`src/common/ict_pkg.sv`:
```
// Purpose: Shared constants and types for the instruction cycle sequencer
// Assumes: One 250 MHz clock; every machine cycle is four clocks
// Notes: Logic that carries a rule is marked with its tag
// Overview of operation
// RULE1 - Machine cycle is exactly four clocks
// RULE2 - One address latch strobe every machine cycle
// RULE3 - One machine cycle per fetched byte
// RULE4 - Instructions take one to five machine cycles
// RULE5 - Fastest external read takes eight clocks
// RULE6 - Direct to direct move takes twelve clocks
// RULE7 - External data move spans 8 to 36 clocks
// RULE8 - Code fetch rate never stretched
// RULE9 - Multiplexed low address/data, separate high address
// RULE10 - 255 opcodes decoded, one left undefined
// RULE11 - Indirect address from working register zero/one
// RULE12 - Relative offset is signed byte added
// RULE13 - Two pointers, select bit, reset selects first
// RULE14 - Multiply and divide take twenty clocks
// RULE15 - Pointer increment, table reads take twelve clocks
// RULE16 - Long call/returns sixteen, short branches twelve
// RULE17 - Cycle counter from table, stretch external moves
package ict_pkg;
    localparam int CLK_PER_MC = 4;
    localparam int XMOVE_MIN_CLK = 8;
    localparam int XMOVE_MAX_CLK = 36;
    localparam logic [2:0] XMOVE_BASE_MC = 3'(XMOVE_MIN_CLK / CLK_PER_MC);
    localparam logic [2:0] STRETCH_MAX =
        3'((XMOVE_MAX_CLK - XMOVE_MIN_CLK) / CLK_PER_MC);
    localparam logic [1:0] PHASE_LAST = 2'(CLK_PER_MC - 1);
    localparam logic [7:0] SEL_REG_ADDR = 8'h86;
    localparam logic PTR_SEL_RESET = 1'b0;
    localparam logic [15:0] PC_RESET = 16'h0000;
    localparam logic [15:0] PTR_RESET = 16'h0000;
    localparam logic [7:0] OP_UNDEF = 8'hA5;
    localparam logic [7:0] OP_INC_DIRECT = 8'h05;
    localparam logic [7:0] OP_LOAD_PTR = 8'h90;
    localparam logic [7:0] OP_INC_PTR = 8'hA3;
    localparam logic [7:0] OP_MULTIPLY = 8'hA4;
    localparam logic [7:0] OP_DIVIDE = 8'h84;
    localparam logic [7:0] OP_MOVE_DD = 8'h85;
    localparam logic [7:0] OP_LONG_CALL = 8'h12;
    localparam logic [7:0] OP_SUB_RETURN = 8'h22;
    localparam logic [7:0] OP_INT_RETURN = 8'h32;
    localparam logic [7:0] OP_TABLE_PC = 8'h83;
    localparam logic [7:0] OP_TABLE_PTR = 8'h93;

    typedef enum logic [3:0] {
        ST_OPCODE = 4'b0001,
        ST_OPERAND = 4'b0010,
        ST_IDLE = 4'b0100,
        ST_XDATA = 4'b1000
    } ict_state_type;

    typedef struct packed {
        logic legal;
        logic [2:0] mc;
        logic [1:0] nbytes;
        logic xmove;
        logic xwrite;
        logic xptr;
        logic rel;
        logic ri;
    } ict_decode_type;

    typedef struct packed {
        logic [7:0] data;
        logic oe_n;
    } ict_pad_type;
endpackage

```
`src/hdl/ict_sequencer.sv`:
```
// Purpose: Instruction cycle sequencer and external bus timing
// Assumes: External code and data memory on the multiplexed bus
// Notes: Outputs lead internal state by nothing; all are registered
`timescale 1ns/1ps
module ict_sequencer (
    input wire logic clk_in,
    input wire logic rst_n_in,
    input wire logic [7:0] low_addr_data_port_in,
    input wire logic [2:0] stretch_sel_in,
    input wire logic [7:0] acc_in,
    input wire logic [7:0] work_reg_zero_in,
    input wire logic [7:0] work_reg_one_in,
    input wire logic [7:0] high_addr_latch_in,
    input wire logic branch_taken_in,
    output ict_pkg::ict_pad_type low_addr_data_port_out,
    output logic [7:0] high_addr_port_out,
    output logic ale_out,
    output logic code_strobe_n_out,
    output logic rd_n_out,
    output logic wr_n_out,
    output logic instr_done_out,
    output logic illegal_op_out,
    output logic [7:0] opcode_out,
    output logic [7:0] indirect_addr_out,
    output logic [15:0] branch_target_out,
    output logic [7:0] xdata_read_out,
    output logic xdata_valid_out,
    output logic [15:0] data_pointer_out,
    output logic pointer_select_bit_out
);
    logic [1:0] phase;
    logic [1:0] next_phase;
    logic mc_end;
    logic [7:0] pad_meta;
    logic [7:0] pad_sync;
    ict_pkg::ict_state_type state;
    ict_pkg::ict_state_type next_state;
    logic [7:0] opcode;
    logic [7:0] op1;
    logic [7:0] op2;
    logic [15:0] pc;
    logic [15:0] next_pc;
    logic [3:0] mc_left;
    logic [3:0] next_mc_left;
    logic [1:0] bytes_left;
    logic [1:0] next_bytes;
    logic done_w;
    logic [15:0] first_data_pointer;
    logic [15:0] second_data_pointer;
    logic pointer_select_bit;
    ict_pkg::ict_decode_type dec;

    ict_phase_gen u_phase (
        .clk_in(clk_in),
        .rst_n_in(rst_n_in),
        .phase_out(phase),
        .next_phase_out(next_phase),
        .mc_end_out(mc_end)
    );

    // The opcode is decoded straight off the bus in its own fetch cycle
    wire in_opcode = (state == ict_pkg::ST_OPCODE);
    wire in_fetch = in_opcode || (state == ict_pkg::ST_OPERAND);
    wire [7:0] dec_src = in_opcode ? pad_sync : opcode;

    ict_cycle_table u_table (
        .opcode_in(dec_src),
        .entry_out(dec)
    );

    wire [3:0] stretch = dec.xmove ? {1'b0, stretch_sel_in} : 4'h0;
    wire [3:0] mc_total = {1'b0, dec.mc} + stretch; // [RULE7] [RULE17]
    wire [15:0] active_ptr =
        pointer_select_bit ? second_data_pointer : first_data_pointer;
    wire [7:0] ri_val = dec_src[0] ? work_reg_one_in : work_reg_zero_in;
    wire [15:0] xaddr = dec.xptr ? active_ptr
                                 : {high_addr_latch_in, ri_val}; // [RULE9]
    // The last operand is still on its way into op1/op2 when done fires
    wire grab_op = mc_end && (state == ict_pkg::ST_OPERAND);
    wire grab_one = grab_op && (bytes_left == dec.nbytes - 2'd1);
    wire [7:0] op1_now = grab_one ? pad_sync : op1;
    wire [7:0] op2_now = (grab_op && !grab_one) ? pad_sync : op2;
    wire [7:0] rel_byte = (dec.nbytes == 2'd3) ? op2 : op1;
    wire [15:0] rel_target =
        pc + {{8{rel_byte[7]}}, rel_byte}; // [RULE12]
    wire take_rel = done_w && dec.rel && branch_taken_in;
    wire fetch_nx = (next_state == ict_pkg::ST_OPCODE) ||
                    (next_state == ict_pkg::ST_OPERAND);
    wire xd_nx = (next_state == ict_pkg::ST_XDATA);
    wire addr_phase = (next_phase == 2'h0);
    wire bump_sel = done_w && (dec_src == ict_pkg::OP_INC_DIRECT) &&
                    (op1_now == ict_pkg::SEL_REG_ADDR);
    wire load_ptr = done_w && (dec_src == ict_pkg::OP_LOAD_PTR);
    wire inc_ptr = done_w && (dec_src == ict_pkg::OP_INC_PTR);
    wire [15:0] new_ptr =
        load_ptr ? {op1_now, op2_now} : active_ptr + 16'h0001;
    wire xread_end = mc_end && (state == ict_pkg::ST_XDATA) &&
                     (mc_left == 4'h1) && !dec.xwrite;

    always_comb begin
        next_mc_left = mc_left;
        next_bytes = bytes_left;
        done_w = 1'b0;
        if (mc_end) begin
            if (in_opcode) begin
                next_mc_left = mc_total - 4'h1; // [RULE17]
                next_bytes = dec.nbytes - 2'd1; // [RULE3]
                done_w = (mc_total == 4'h1);
            end else begin
                done_w = (mc_left == 4'h1); // [RULE4]
                if (!done_w) next_mc_left = mc_left - 4'h1;
                if (state == ict_pkg::ST_OPERAND) begin
                    next_bytes = bytes_left - 2'd1;
                end
            end
        end
    end

    always_comb begin
        next_state = state;
        if (mc_end) begin
            if (done_w) begin
                next_state = ict_pkg::ST_OPCODE;
            end else if (next_bytes != 2'd0) begin
                next_state = ict_pkg::ST_OPERAND;
            end else if (dec.xmove) begin
                next_state = ict_pkg::ST_XDATA;
            end else begin
                next_state = ict_pkg::ST_IDLE;
            end
        end
    end

    // Code fetches advance the counter once per fetch cycle, never stretched
    always_comb begin
        next_pc = pc;
        if (mc_end && in_fetch) next_pc = pc + 16'h0001; // [RULE8]
        if (take_rel) next_pc = rel_target; // [RULE12]
    end

    // Pin inputs pass two flops before any use
    always_ff @(posedge clk_in or negedge rst_n_in) begin
        if (!rst_n_in) begin
            pad_meta <= 8'h00;
            pad_sync <= 8'h00;
        end else begin
            pad_meta <= low_addr_data_port_in;
            pad_sync <= pad_meta;
        end
    end

    always_ff @(posedge clk_in or negedge rst_n_in) begin
        if (!rst_n_in) begin
            state <= ict_pkg::ST_OPCODE;
            pc <= ict_pkg::PC_RESET;
            mc_left <= 4'h0;
            bytes_left <= 2'd0;
            opcode <= 8'h00;
        end else begin
            state <= next_state;
            pc <= next_pc;
            mc_left <= next_mc_left;
            bytes_left <= next_bytes;
            if (mc_end && in_opcode) opcode <= pad_sync;
        end
    end

    always_ff @(posedge clk_in or negedge rst_n_in) begin
        if (!rst_n_in) begin
            op1 <= 8'h00;
            op2 <= 8'h00;
        end else if (mc_end && state == ict_pkg::ST_OPERAND) begin
            if (bytes_left == dec.nbytes - 2'd1) begin
                op1 <= pad_sync;
            end else begin
                op2 <= pad_sync;
            end
        end
    end

    // Incrementing the select register only flips its one live bit
    always_ff @(posedge clk_in or negedge rst_n_in) begin
        if (!rst_n_in) begin
            pointer_select_bit <= ict_pkg::PTR_SEL_RESET; // [RULE13]
            first_data_pointer <= ict_pkg::PTR_RESET;
            second_data_pointer <= ict_pkg::PTR_RESET;
        end else begin
            if (bump_sel) pointer_select_bit <= ~pointer_select_bit;
            if ((load_ptr || inc_ptr) && !pointer_select_bit) begin
                first_data_pointer <= new_ptr; // [RULE13]
            end
            if ((load_ptr || inc_ptr) && pointer_select_bit) begin
                second_data_pointer <= new_ptr;
            end
        end
    end

    // Bus pins: ALE and address in phase zero, strobes in phases one..three.
    // Reset parks the first fetch address under ALE. Stretched data cycles
    // re-strobe ALE with the same data address driven again each time.
    always_ff @(posedge clk_in or negedge rst_n_in) begin
        if (!rst_n_in) begin
            ale_out <= 1'b1;
            code_strobe_n_out <= 1'b1;
            rd_n_out <= 1'b1;
            wr_n_out <= 1'b1;
            low_addr_data_port_out <=
                '{data: ict_pkg::PC_RESET[7:0], oe_n: 1'b0};
            high_addr_port_out <= ict_pkg::PC_RESET[15:8];
        end else begin
            ale_out <= addr_phase; // [RULE2]
            code_strobe_n_out <= !(fetch_nx && !addr_phase);
            rd_n_out <= !(xd_nx && !dec.xwrite && !addr_phase);
            wr_n_out <= !(xd_nx && dec.xwrite && !addr_phase);
            if (addr_phase) begin
                low_addr_data_port_out.data <=
                    fetch_nx ? next_pc[7:0] : xaddr[7:0]; // [RULE9]
                low_addr_data_port_out.oe_n <= 1'b0;
            end else if (xd_nx && dec.xwrite) begin
                low_addr_data_port_out.data <= acc_in;
                low_addr_data_port_out.oe_n <= 1'b0;
            end else begin
                low_addr_data_port_out.oe_n <= 1'b1;
            end
            high_addr_port_out <= fetch_nx ? next_pc[15:8] : xaddr[15:8];
        end
    end

    always_ff @(posedge clk_in or negedge rst_n_in) begin
        if (!rst_n_in) begin
            instr_done_out <= 1'b0;
            illegal_op_out <= 1'b0;
            opcode_out <= 8'h00;
            indirect_addr_out <= 8'h00;
            branch_target_out <= ict_pkg::PC_RESET;
            xdata_read_out <= 8'h00;
            xdata_valid_out <= 1'b0;
        end else begin
            instr_done_out <= done_w;
            xdata_valid_out <= xread_end; // [RULE7]
            if (xread_end) xdata_read_out <= pad_sync;
            if (done_w) begin
                opcode_out <= dec_src;
                illegal_op_out <= !dec.legal; // [RULE10]
                indirect_addr_out <= ri_val; // [RULE11]
                branch_target_out <= rel_target;
            end
        end
    end

    always_ff @(posedge clk_in or negedge rst_n_in) begin
        if (!rst_n_in) begin
            data_pointer_out <= ict_pkg::PTR_RESET;
            pointer_select_bit_out <= ict_pkg::PTR_SEL_RESET;
        end else begin
            data_pointer_out <= active_ptr;
            pointer_select_bit_out <= pointer_select_bit;
        end
    end

    // Checking helpers: clocks and fetch cycles spent on this instruction
    logic [5:0] clk_cnt;
    logic [2:0] fetch_cnt;
    logic [2:0] stretch_lat;
    always_ff @(posedge clk_in or negedge rst_n_in) begin
        if (!rst_n_in) begin
            clk_cnt <= 6'h00;
            fetch_cnt <= 3'h0;
            stretch_lat <= 3'h0;
        end else begin
            clk_cnt <= done_w ? 6'h00 : clk_cnt + 6'h01;
            if (done_w) fetch_cnt <= 3'h0;
            else if (mc_end && in_fetch) fetch_cnt <= fetch_cnt + 3'h1;
            if (mc_end && in_opcode) stretch_lat <= stretch_sel_in;
        end
    end
    wire [2:0] fetch_total = fetch_cnt + {2'b00, in_fetch};
    wire [5:0] xmove_last = 6'(4 * (2 + stretch_lat) - 1);
endmodule

```
`src/hdl/ict_phase_gen.sv`:
```
// Purpose: Divides the clock into four-phase machine cycles
// Assumes: Reset starts the cycle at phase zero
// Notes: mc_end_out pulses on the last clock of each machine cycle
`timescale 1ns/1ps
module ict_phase_gen (
    input wire logic clk_in,
    input wire logic rst_n_in,
    output logic [1:0] phase_out,
    output logic [1:0] next_phase_out,
    output logic mc_end_out
);
    assign mc_end_out = (phase_out == ict_pkg::PHASE_LAST);
    assign next_phase_out = mc_end_out ? 2'h0 : phase_out + 2'h1;

    always_ff @(posedge clk_in or negedge rst_n_in) begin
        if (!rst_n_in) begin
            phase_out <= 2'h0;
        end else begin
            phase_out <= next_phase_out; // [RULE1]
        end
    end
endmodule

```
`src/hdl/ict_cycle_table.sv`:
```
// Purpose: Opcode decode table of machine cycles, length and operand kind
// Assumes: Purely combinational
// Notes: Only one opcode value is left undefined
`timescale 1ns/1ps
module ict_cycle_table (
    input wire logic [7:0] opcode_in,
    output ict_pkg::ict_decode_type entry_out
);
    wire [3:0] hi = opcode_in[7:4];
    wire [3:0] lo = opcode_in[3:0];
    wire xcol = (lo == 4'h0) || (lo == 4'h2) || (lo == 4'h3);

    function automatic ict_pkg::ict_decode_type mk(input logic [2:0] mc,
        input logic [1:0] nb, input logic rel);
        ict_pkg::ict_decode_type e;
        e = '0;
        e.legal = 1'b1;
        e.mc = mc;
        e.nbytes = nb;
        e.rel = rel;
        return e;
    endfunction

    always_comb begin
        entry_out = mk(3'd1, 2'd1, 1'b0);
        if (hi[3:1] == 3'b111 && xcol) begin
            entry_out.mc = ict_pkg::XMOVE_BASE_MC; // [RULE5]
            entry_out.xmove = 1'b1;
            entry_out.xwrite = hi[0];
            entry_out.xptr = (lo == 4'h0);
            entry_out.ri = (lo != 4'h0);
        end else if (lo >= 4'h6) begin
            case (hi)
                4'h7, 4'h8, 4'hA: entry_out = mk(3'd2, 2'd2, 1'b0);
                4'hB: entry_out = mk(3'd4, 2'd3, 1'b1);
                4'hD: if (lo >= 4'h8) entry_out = mk(3'd3, 2'd2, 1'b1);
                default: entry_out = mk(3'd1, 2'd1, 1'b0);
            endcase
            entry_out.ri = (lo < 4'h8); // [RULE11]
        end else if (lo == 4'h5) begin
            case (hi)
                4'h7, 4'h8: entry_out = mk(3'd3, 2'd3, 1'b0); // [RULE6]
                4'hB, 4'hD: entry_out = mk(3'd4, 2'd3, 1'b1);
                4'hA: entry_out.legal = 1'b0; // [RULE10]
                default: entry_out = mk(3'd2, 2'd2, 1'b0);
            endcase
        end else if (lo == 4'h4) begin
            case (hi)
                4'h0, 4'h1, 4'hC, 4'hD, 4'hE, 4'hF: ;
                4'h8, 4'hA: entry_out = mk(3'd5, 2'd1, 1'b0); // [RULE14]
                4'hB: entry_out = mk(3'd4, 2'd3, 1'b1);
                default: entry_out = mk(3'd2, 2'd2, 1'b0);
            endcase
        end else if (lo == 4'h3) begin
            case (hi)
                4'h4, 4'h5, 4'h6: entry_out = mk(3'd3, 2'd3, 1'b0);
                4'h7, 4'h8, 4'h9, 4'hA:
                    entry_out = mk(3'd3, 2'd1, 1'b0); // [RULE15]
                default: ;
            endcase
        end else if (lo == 4'h2) begin
            case (hi)
                4'h0, 4'h1: entry_out = mk(3'd4, 2'd3, 1'b0); // [RULE16]
                4'h2, 4'h3: entry_out = mk(3'd4, 2'd1, 1'b0); // [RULE16]
                default: entry_out = mk(3'd2, 2'd2, 1'b0);
            endcase
        end else if (lo == 4'h1) begin
            entry_out = mk(3'd3, 2'd2, 1'b0); // [RULE16]
        end else begin
            case (hi)
                4'h0: ;
                4'h1, 4'h2, 4'h3: entry_out = mk(3'd4, 2'd3, 1'b1);
                4'h4, 4'h5, 4'h6, 4'h7, 4'h8:
                    entry_out = mk(3'd3, 2'd2, 1'b1); // [RULE16]
                4'h9: entry_out = mk(3'd3, 2'd3, 1'b0);
                default: entry_out = mk(3'd2, 2'd2, 1'b0);
            endcase
        end
    end
endmodule

```
`config.mk`:
```
export PLATFORM = sky130hd
export DESIGN_NAME = ict_sequencer
export DESIGN_NICKNAME = d
export VERILOG_FILES = /design/src/common/ict_pkg.sv /design/src/hdl/ict_sequencer.sv /design/src/hdl/ict_phase_gen.sv /design/src/hdl/ict_cycle_table.sv
export SDC_FILE = /design/constraint.sdc
export NUM_CORES = 1
export LEC_CHECK = 0
export BUFFER_PORTS_ARGS = -buffer_cell sky130_fd_sc_hd__buf_2
export CAP_MARGIN = 20
export CORE_MARGIN = 4
export CORE_UTILIZATION = 31
export CTS_CLUSTER_DIAMETER = 40
export CTS_CLUSTER_SIZE = 25
export DETAILED_ROUTE_END_ITERATION = 7
export PLACE_DENSITY_LB_ADDON = 0.15
export SLEW_MARGIN = 20
export SYNTH_ARGS = -nofsm -noshare
export SYNTH_HDL_FRONTEND = slang
export SYNTH_SLANG_ARGS = --single-unit
export TNS_END_PERCENT = 30
```
`constraint.sdc`:
```
create_clock -name clk_in -period 7 [get_ports clk_in]
set_clock_uncertainty 0.1 [all_clocks]
set_input_delay 1.4 -clock clk_in [delete_from_list [all_inputs] [get_ports clk_in]]
set_output_delay 1.4 -clock clk_in [all_outputs]
set_load 0.02 [all_outputs]
```
; After elaboration in Yosys (flattened, before gate mapping)
; Cells that the tools add are included.
[totals]
reg_bits = 182
in_bits = 46
output_inout_bits = 81
[classes]
order_cmp = 3
n_reduce_logical = 54
bitwise = 2
n_eq_ne = 37
muxes = 47
n_addsub = 9
[ops]
columns = cell, count
row1 = 2-to-1 mux 16 bit, 5
row2 = 2-to-1 mux 8 bit, 8
row3 = one-hot mux 10 bit (3 select lines), 2
row4 = 2-to-1 mux 11 bit, 5
row5 = equality test 4 bit (second input constant), 10
row6 = one-hot mux 10 bit (4 select lines), 1
row7 = one-hot mux 11 bit (3 select lines), 1
row8 = adder 16 x 1 -> 16 bit (second input constant), 2
row9 = equality test 4 x 1 -> 1 bit (second input constant), 6
row10 = equality test 4 x 2 -> 1 bit (second input constant), 6
row11 = equality test 4 x 3 -> 1 bit (second input constant), 6
row12 = equality test 8 bit (second input constant), 3
row13 = 2-to-1 mux 4 bit, 6
row14 = logical AND 1 bit, 22
row15 = one-hot mux 10 bit (2 select lines), 1
row16 = 2-to-1 mux 9 bit, 2
row17 = one-hot mux 9 bit (2 select lines), 1
row18 = adder 16 bit, 1
row19 = 2-to-1 mux 10 bit, 1
row20 = 2-to-1 mux 2 bit, 5
row21 = OR reduction 2 bit, 5
row22 = 2-to-1 mux 3 bit, 3
row23 = OR reduction 3 bit, 3
row24 = equality test 8 x 3 -> 1 bit (second input constant), 1
row25 = other kinds (22), 46

; Depth between registers and ports, before layout
; Gate-level depths: netlist (run 1).
[logic_depth]
depth_word = 23
mapped_depth = 28
ltp_nobuf = 24

; Hierarchy
; Synthesis (run 1) repeated with hierarchy kept, for this count alone.
[hier_totals]
hier_cells = 963
hier_area_um2 = 9773.1
[by_module_without_submodules]
columns = module, area_per_inst_um2, n_inst, seq_area_each_um2, cells_per_inst
row1 = ict_sequencer, 9014.9, 1, 4510.6, 848
row2 = ict_cycle_table, 691.9, 1, 0.0, 111
row3 = ict_phase_gen, 66.3, 1, 50.0, 4

; Least setup slack after synthesis (run 1)
; No wires, ideal clock.
[synth_path]
path_kind = register -> register
start = register state[0]
end = register high_addr_port_out[6]
setup_time_ns = 0.118
arrival_ns = 5.647
stages_incl_launch_ff = 27
path_buffers = 2
setup_slack_ns = 1.135
path_cell_list = dfstp_2 > or4b_4 > buf_6 > mux2_2 > nand3_1 > nor3_1 > a21oi_1 > o22a_1 > a2111oi_0 > a21oi_1 > a21oi_1 > nor3_1 > ha_1 > clkbuf_1 > mux2_2 > ha_1 > fa_1 > a21o_1 > a21oi_1 > o21a_1 > o31ai_1 > o41ai_1 > o21bai_1 > a21oi_1 > xnor2_1 > mux2_2 > a21o_1
[synth_between]
word_cells_on_any_way = 87
classes_between = 3 x add/sub / 2 x order compare / 27 x eq/ne / 33 x mux / 22 x reduce/logical
[synth_rtl]
columns = element, line_no
row1 = start: declaration, ict_sequencer.sv:36  ; ict_pkg::ict_state_type state;
row2 = start signal: assignment, ict_sequencer.sv:154  ; state <= ict_pkg::ST_OPCODE;
row3 = start signal: assignment, ict_sequencer.sv:160  ; state <= next_state;
row4 = branches (longest 18 deep; another with 2-to-1 mux 11 bit), --
row5 = 2-to-1 mux 16 bit *, ict_sequencer.sv:138  ; if (take_rel) next_pc = rel_target;
row6 = net next_pc[14], ict_sequencer.sv:42  ; logic [15:0] next_pc;
row7 = 2-to-1 mux 8 bit *, ict_sequencer.sv:225  ; high_addr_port_out <= fetch_nx ? next_pc[15:8] : xaddr[15:8];
row8 = end signal: assignment, ict_sequencer.sv:209  ; high_addr_port_out <= ict_pkg::PC_RESET[15:8];
row9 = end signal: assignment, ict_sequencer.sv:225
row10 = end: declaration, ict_sequencer.sv:16  ; output logic [7:0] high_addr_port_out,
; Mark *: on every way through the listed nets, which the timed path passes.
; A chain may end at the register's enable or synchronous reset.

; Worst setup path after layout (run 1)
; Ends and elaborated chain as after synthesis.

==> key figures, run 1 <==
Finish
  – Final core occ: 37.0%
  – Fillcell total: 3456
  – Area delta synth->final: 16.8%
  – Multi-input logic area: 0.00546 sq mm
  – Layout Cells excl Fill: 1629
  – Layout net count: 1247
  – Layout cells sized above 1: 24.3%
  – # diodes: 0
  – FF/Latch Area: 0.00456 sq mm

Placement
  – Placer Congestion: 0.884
  – Post-Place Cells: 1596
  – Post-placement setup slack: 0.456 ns
  – HPWL after DPL: 24100 um
  – I/O Buffers: 126

Worst setup path
  – Path depth of the worst reg2reg path: 24
  – R2R Path End: high_addr_port_out[6]
  – Startpoint Class: register
  – Crit. End Element: register
  – Worst R2R Start: state[0]
  – Critical-path maximum fanout: 24
  – Register-to-register setup slack: 0.50 ns
  – Critical Path RT: 7.23 ns
  – WP data arrival: 6.74 ns
  – Setup CP Type: register to register

Clock tree
  – CTS sink cnt: 182
  – Worst skew pair latency: 0.45 ns
  – Root buffer cell: clkbuf_16
  – CTS clk-pin slew, worst paths: 0.07 ns
  – Cts bufs inserted: 17
  – CTS tree: built
  – Max clock buf depth: 2
  – Clock H-tree levels: 4

Timing
  – Rel. slew slack: 28.7%
  – Fin. max-slew vios: 0
  – Worst hold margin: 0.245 ns
  – Crit path time final: 6.50 ns
  – Fin worst setup slack: 0.497 ns
  – Fin. Hold Viols: 0
  – Final setup viols: 0
  – Fmax: 154 MHz
  – Fin Setup TNS: 0 ns
  – Worst-Margin Slew: 1.04 ns
  – RSZ-0062 raised after global routing: false
  – Fin crit share: 92.9%

GRT
  – Vias in the first global route: 8295
  – GRT overflow: 0
  – Largest net degree at the start of global routing: 74
  – Initial antenna violation count: 0
  – First-pass GRT wire length: 50000 um
  – All-Layer GR Usage: 17.8%

Die
  – Num rows: 66
  – Die area: 0.0366 sq mm
  – Die Width: 191 um
  – Core area: 0.0329 sq mm
  – I/O pin count: 127
  – Vert. Die Dim: 191 um
  – Initial core utilization: 31.7%

Detailed routing
  – Post-DRT Antenna Nets: 0
  – First-pass detailed-route iteration total: 5
  – Routed Wire Length: 31900 um
  – Vias per inst: 5.03
  – Total number of vias: 8198
  – DRC violations left: 0
  – DR WL/cell: 19.6 um
  – DRT iter0 DRCs: 594

Yosys
  – Synth cell count leaders: dfrtp_1 (177), nor2_1 (114), nand2_1 (110)
  – Post-synthesis register bit count: 182
  – Top cell type's share of synthesized area: 42.5%
  – Post-synth cell types: 93
  – Syn Nets: 1134
  – Cells after synthesis: 1061
  – Async SR Flop Fraction: 100%
  – Seq/Total Area, Yosys: 43.8%
  – Leading area contributor after synthesis: dfrtp_1
  – Post-synth top flop: dfrtp_1
  – Mapped cell area: 0.0104 sq mm
  – Avg Inst Size Synth: 9.81 sq um
  – Synth top area cells: dfrtp_1 (43%), mux2_2 (6.7%), mux2i_1 (4.2%)
  – Most used standard cell by instance count after synthesis: dfrtp_1
  – Yosys warning count: 0
  – Post-synth EDFFs: 0

Min path
  – Hold Crit Depth: 0
  – Hold endpoint: pad_sync[4]
  – Worst min-delay path category: register to register
  – Hold path startpoint: pad_meta[4]

Pwr
  – P_leak: 5.33 nW
  – PwrDens: 180 mW/mm^2
  – Peak supply drop: 0.197 mV

Flow run
  – Max-cap violations: 0

Run status
  – Status: completed
[layout make-up]
| cell class | count | share of cell area (%) |
|---|---|---|
| tap | 442 | 4.55 |
| sequential | 182 | 37.5 |
| inverter | 35 | 1.08 |
| timing repair buffer | 151 | 6.83 |
| clock inverter | 12 | 1.37 |
| clock buffer | 20 | 3.76 |
| multi-input combinational | 787 | 44.9 |
[cells in the final DEF (no fill, tap or decap), types with 5 or more instances in the layout]
cell and count:
xor2_1 15, nor4b_1 6, o21ai_0 43, a21oi_1 73, ha_1 26, buf_4 24
a21o_1 13, nor2_1 113, a31oi_1 19, o21a_1 5, and2_1 8, nand2_1 110
o21bai_1 5, mux2i_1 43, o31ai_1 6, nand2b_1 12, a22oi_1 5, nand4_1 13
nor3_1 23, xnor2_1 35, dfstp_2 5, dfrtp_1 177, clkbuf_16 17, o211ai_1 7
nand3_1 30, inv_1 33, a211oi_1 7, buf_2 125, and3_1 9, mux2_2 62
[cell families (layout without fill, tap and decap cells)]
group,Yosys count,count (layout),synth area share (%)
xor gates and xnor gates,50,50,4.21
buffers and inverters,92,218,3.97
muxes,110,110,11.5
AOI/OAI and AO/OA,233,233,15.7
adders and majority gates,27,27,3.32
DFF,182,182,43.8
and+or+nand+nor,367,367,17.5
[worst max-delay path: stages, from the launching register on]
cell and delay [ns]:
dfstp_2 0.57, or4b_4 0.66, mux2_2 0.39, nand3_1 0.23, nor3_1 0.26, a21oi_1 0.09, o22a_1 0.22, a2111oi_0 0.30
a21oi_1 0.08, a21oi_1 0.19, nor3_1 0.09, ha_1 0.31, mux2_2 0.33, ha_1 0.21, fa_1 0.41, a21o_1 0.18
a21oi_1 0.28, o21a_1 0.19, o31ai_1 0.12, o41ai_2 0.32, o21bai_1 0.12, a21oi_1 0.19, xnor2_1 0.10, mux2_2 0.28
a21o_1 0.16
[routing by layer]
layer	track usage (%)	part of all wire, %
met4	5.22	1.8
met3	3.20	4.5
met1	26.1	50
met5	0	0
met2	26.7	44
[report_power, final]
group          internal [mW]  total, mW  switching (mW)  leakage [nW]
Combinational         0.0299     0.0914          0.0615          2.87
Clock                  0.587       1.03           0.441         0.292
Sequential              1.06       1.07          0.0115          2.17
[repair_timing]
action | 4_1_cts | 5_1_grt
setup buffers | 0 | 0
endpoints found under the setup margin | 0 | 1
hold buffers | 0 | 0
gates resized for setup | 0 | 1
[flip-flops by register name (all words and copies together) (netlist names), 2 cells and up]
signal and flops:
branch_target_out 16, bytes_left 2, data_pointer_out 16, first_data_pointer 16, high_addr_port_out 8, indirect_addr_out 8
low_addr_data_port_out 9, mc_left 4, op1 8, op2 8, opcode 8, opcode_out 8
pad_meta 8, pad_sync 8, pc 16, second_data_pointer 16, state 4, u_phase.phase_out 2
xdata_read_out 8
[through the flow]
step	total power, mW	area [sq um]
4_1_cts	2.23	12100
5_1_grt	2.28	12200
3_5_place_dp	1.19	11500
2_1_floorplan	1.13	10400
3_3_place_gp	1.19	11500
6_report	2.19	12200
[how the worst max path moves through the flow]
stage / startpoint / end / slack (ns) / cells past startpoint
CTS: state[0] / high_addr_port_out[6] / 0.40 / 24
floorplan: state[0] / high_addr_port_out[6] / 1.13 / 26
global placement: state[0] / high_addr_port_out[6] / 0.54 / 24
finish: state[0] / high_addr_port_out[6] / 0.50 / 24
global route: state[0] / branch_target_out[15] / 0.08 / 23
detailed placement: state[0] / high_addr_port_out[6] / 0.46 / 24
No activity file was read; power rests on OpenSTA's default activity.
==> run 2, diff against run 1 <==
--- a/config.mk
+++ b/config.mk
@@ -13,6 +13,7 @@
 export CTS_CLUSTER_SIZE = 25
 export DETAILED_ROUTE_END_ITERATION = 7
 export PLACE_DENSITY_LB_ADDON = 0.15
+export RECOVER_POWER = 50
 export SLEW_MARGIN = 20
 export SYNTH_ARGS = -nofsm -noshare
 export SYNTH_HDL_FRONTEND = slang
==> constraint.sdc (replaced) <==
create_clock -name clk_in -period 7 [get_ports clk_in]
set_clock_uncertainty 0.1 [all_clocks]
set_input_delay 1.4 -clock clk_in [delete_from_list [all_inputs] [get_ports clk_in]]
set_output_delay 1.4 -clock clk_in [all_outputs]
set_load 0.005 [all_outputs]
==> run 2 against run 1 <==
The run now ends with capacitance limit, slew limit left. Worst hold slack is essentially flat. Flip-flop and latch count is the same. Register-to-register slack is essentially flat. Sequential power is essentially flat. Fmax is essentially flat. Via count grew 0.27%. Total power shrank 0.40%. Global-route usage is the same. Worst setup slack is essentially flat. Sequential share of layout area grew 0.22 points. Combinational power shrank 11%.
==> key figures, run 2 (synthesis gave the netlist of run 1 again) <==
Die
  – Die Width: 191 um
  – Die area: 0.0366 sq mm
  – Num rows: 66
  – Initial core utilization: 31.7%
  – Core area: 0.0329 sq mm
  – I/O pin count: 127
  – Vert. Die Dim: 191 um

Placement
  – Post-placement setup slack: 0.456 ns
  – Post-Place Cells: 1596
  – Placer Congestion: 0.884
  – I/O Buffers: 126
  – HPWL after DPL: 24100 um

Finish
  – Layout cells sized above 1: 20.0%
  – Multi-input logic area: 0.00546 sq mm
  – FF/Latch Area: 0.00456 sq mm
  – Layout net count: 1247
  – Area delta synth->final: 16.1%
  – Fillcell total: 3481
  – Most frequent cells in the layout: dfrtp_1 (177), nor2_1 (113), nand2_1 (110)
  – Layout Cells excl Fill: 1629
  – Commonest non-fill, non-tap cell in the layout: dfrtp_1
  – # diodes: 0

Detailed routing
  – Vias per inst: 5.05
  – DRT iter0 DRCs: 515
  – DRC violations left: 0
  – DR WL/cell: 19.7 um
  – Post-DRT Antenna Nets: 0
  – Routed Wire Length: 32000 um
  – Total number of vias: 8220
  – First-pass detailed-route iteration total: 5

GRT
  – Vias in the first global route: 8295
  – Initial antenna violation count: 0
  – First-pass GRT wire length: 50000 um
  – Largest net degree at the start of global routing: 74
  – All-Layer GR Usage: 17.8%
  – GRT overflow: 0

Timing
  – Final setup viols: 0
  – Fmax: 154 MHz
  – Fin. max-slew vios: 96
  – Fin worst setup slack: 0.497 ns
  – Fin Setup TNS: 0 ns
  – Worst-Margin Slew: 4.08 ns
  – Fin crit share: 92.9%
  – RSZ-0062 raised after global routing: false
  – Crit path time final: 6.50 ns
  – Rel. slew slack: -172%
  – Fin. Hold Viols: 0

Flow run
  – Max-cap violations: 2

Worst setup path
  – Critical-path maximum fanout: 24
  – Setup CP Type: register to register
  – Buf+Inv Stages, Crit Path: 0
  – WP data arrival: 6.74 ns
  – Most frequent CP cell: a21oi_1
  – Startpoint Class: register
  – Max incr delay on CP: 0.66 ns
  – Slowest CP cell: or4b_4
  – Critical Path RT: 7.24 ns
  – Crit. End Element: register
  – Crit-path cells: or4b_4, mux2_2, nand3_1, nor3_1, a21oi_1, o22a_1, a2111oi_0, a21oi_1, a21oi_1, nor3_1, ha_1, mux2_2, ha_1, fa_1, a21o_1, a21oi_1, o21a_1, o31ai_1, o41ai_2, o21bai_1, a21oi_1, xnor2_1, mux2_2, a21o_1
  – CP delay by family, top: compound AO/OA/AOI/OAI gates

Clock tree
  – Cts bufs inserted: 17
  – Root buffer cell: clkbuf_16
  – CTS clk-pin slew, worst paths: 0.07 ns
  – CTS tree: built
  – Setup bufs post-CTS: 0
  – CTS sink cnt: 182
  – Clock H-tree levels: 4
  – Max clock buf depth: 2
  – Worst skew pair latency: 0.45 ns

Min path
  – Worst min-delay path category: register to register

Run status
  – Failing checks: capacitance limit, slew limit
  – Status: complete, but fails checks

Pwr
  – P_leak: 5.21 nW
  – PwrDens: 181 mW/mm^2
  – Peak supply drop: 0.197 mV
[run 2: cell count changes in the layout (fill, tap and decap cells not counted)]
cell	delta
buf_4	-3
mux2_1	+7
buf_2	-41
clkbuf_1	+44
clkbuf_2	+1
mux2_2	-7
clkbuf_8	-1
[run 2: power breakdown]
part	leakage, nW	switching [mW]	total [mW]	internal (mW)
logic	2.75	0.0533	0.0814	0.0282
registers	2.17	0.0115	1.07	1.06
clock network	0.292	0.442	1.03	0.587
total	5.21	0.507	2.18	1.68
[run 2: per-stage QoR]
| stage | hold slack [ns] | power, mW | cell area (sq um) | utilization [%] |
|---|---|---|---|---|
| after floorplan | 0.231 | 1.12 | 10400 | - |
| after global placement | 0.234 | 1.18 | 11500 | 35.0 |
| after detailed placement | 0.236 | 1.18 | 11500 | 35.0 |
| after CTS | 0.248 | 2.22 | 12100 | 36.9 |
| after global routing | 0.261 | 2.27 | 12100 | 36.8 |
| final | 0.244 | 2.18 | 12100 | 36.8 |
[run 2: final cells by class]
cell class	instances	area share [%]
timing repair buffer	151	6.28
inverter	35	1.09
clock buffer	20	3.78
clock inverter	12	1.38
tap	442	4.57
sequential	182	37.7
multi-input combinational	787	45.2
[run 2: final timing paths]
| check | startpoint | to | slack [ns] | cells after the start |
|---|---|---|---|---|
| max | state[0] | high_addr_port_out[6] | 0.50 | 24 |
| min | pad_meta[4] | pad_sync[4] | 0.24 | 0 |
| max reg2reg | state[0] | high_addr_port_out[6] | 0.50 | 24 |
| min reg2reg | pad_meta[4] | pad_sync[4] | 0.24 | 0 |
| max in group asynchronous | rst_n_in | low_addr_data_port_out[6] | 1.55 | 2 |
| min in group asynchronous | rst_n_in | pad_sync[5] | 2.28 | 1 |
[run 2: routing by layer]
layer,up-vias,routed length (um),global-route usage (%),share of wire (%)
met2,198,14100,26.7,44
met3,27,1460,3.20,4.6
li1,4013,-,-,-
met1,3982,15800,26.1,49
met4,0,588,5.22,1.8
met5,-,0,0,0
[run 2: repair_timing]
item,CTS,global route
gates resized for setup,0,1
setup endpoints to repair,0,1
hold buffers,0,0
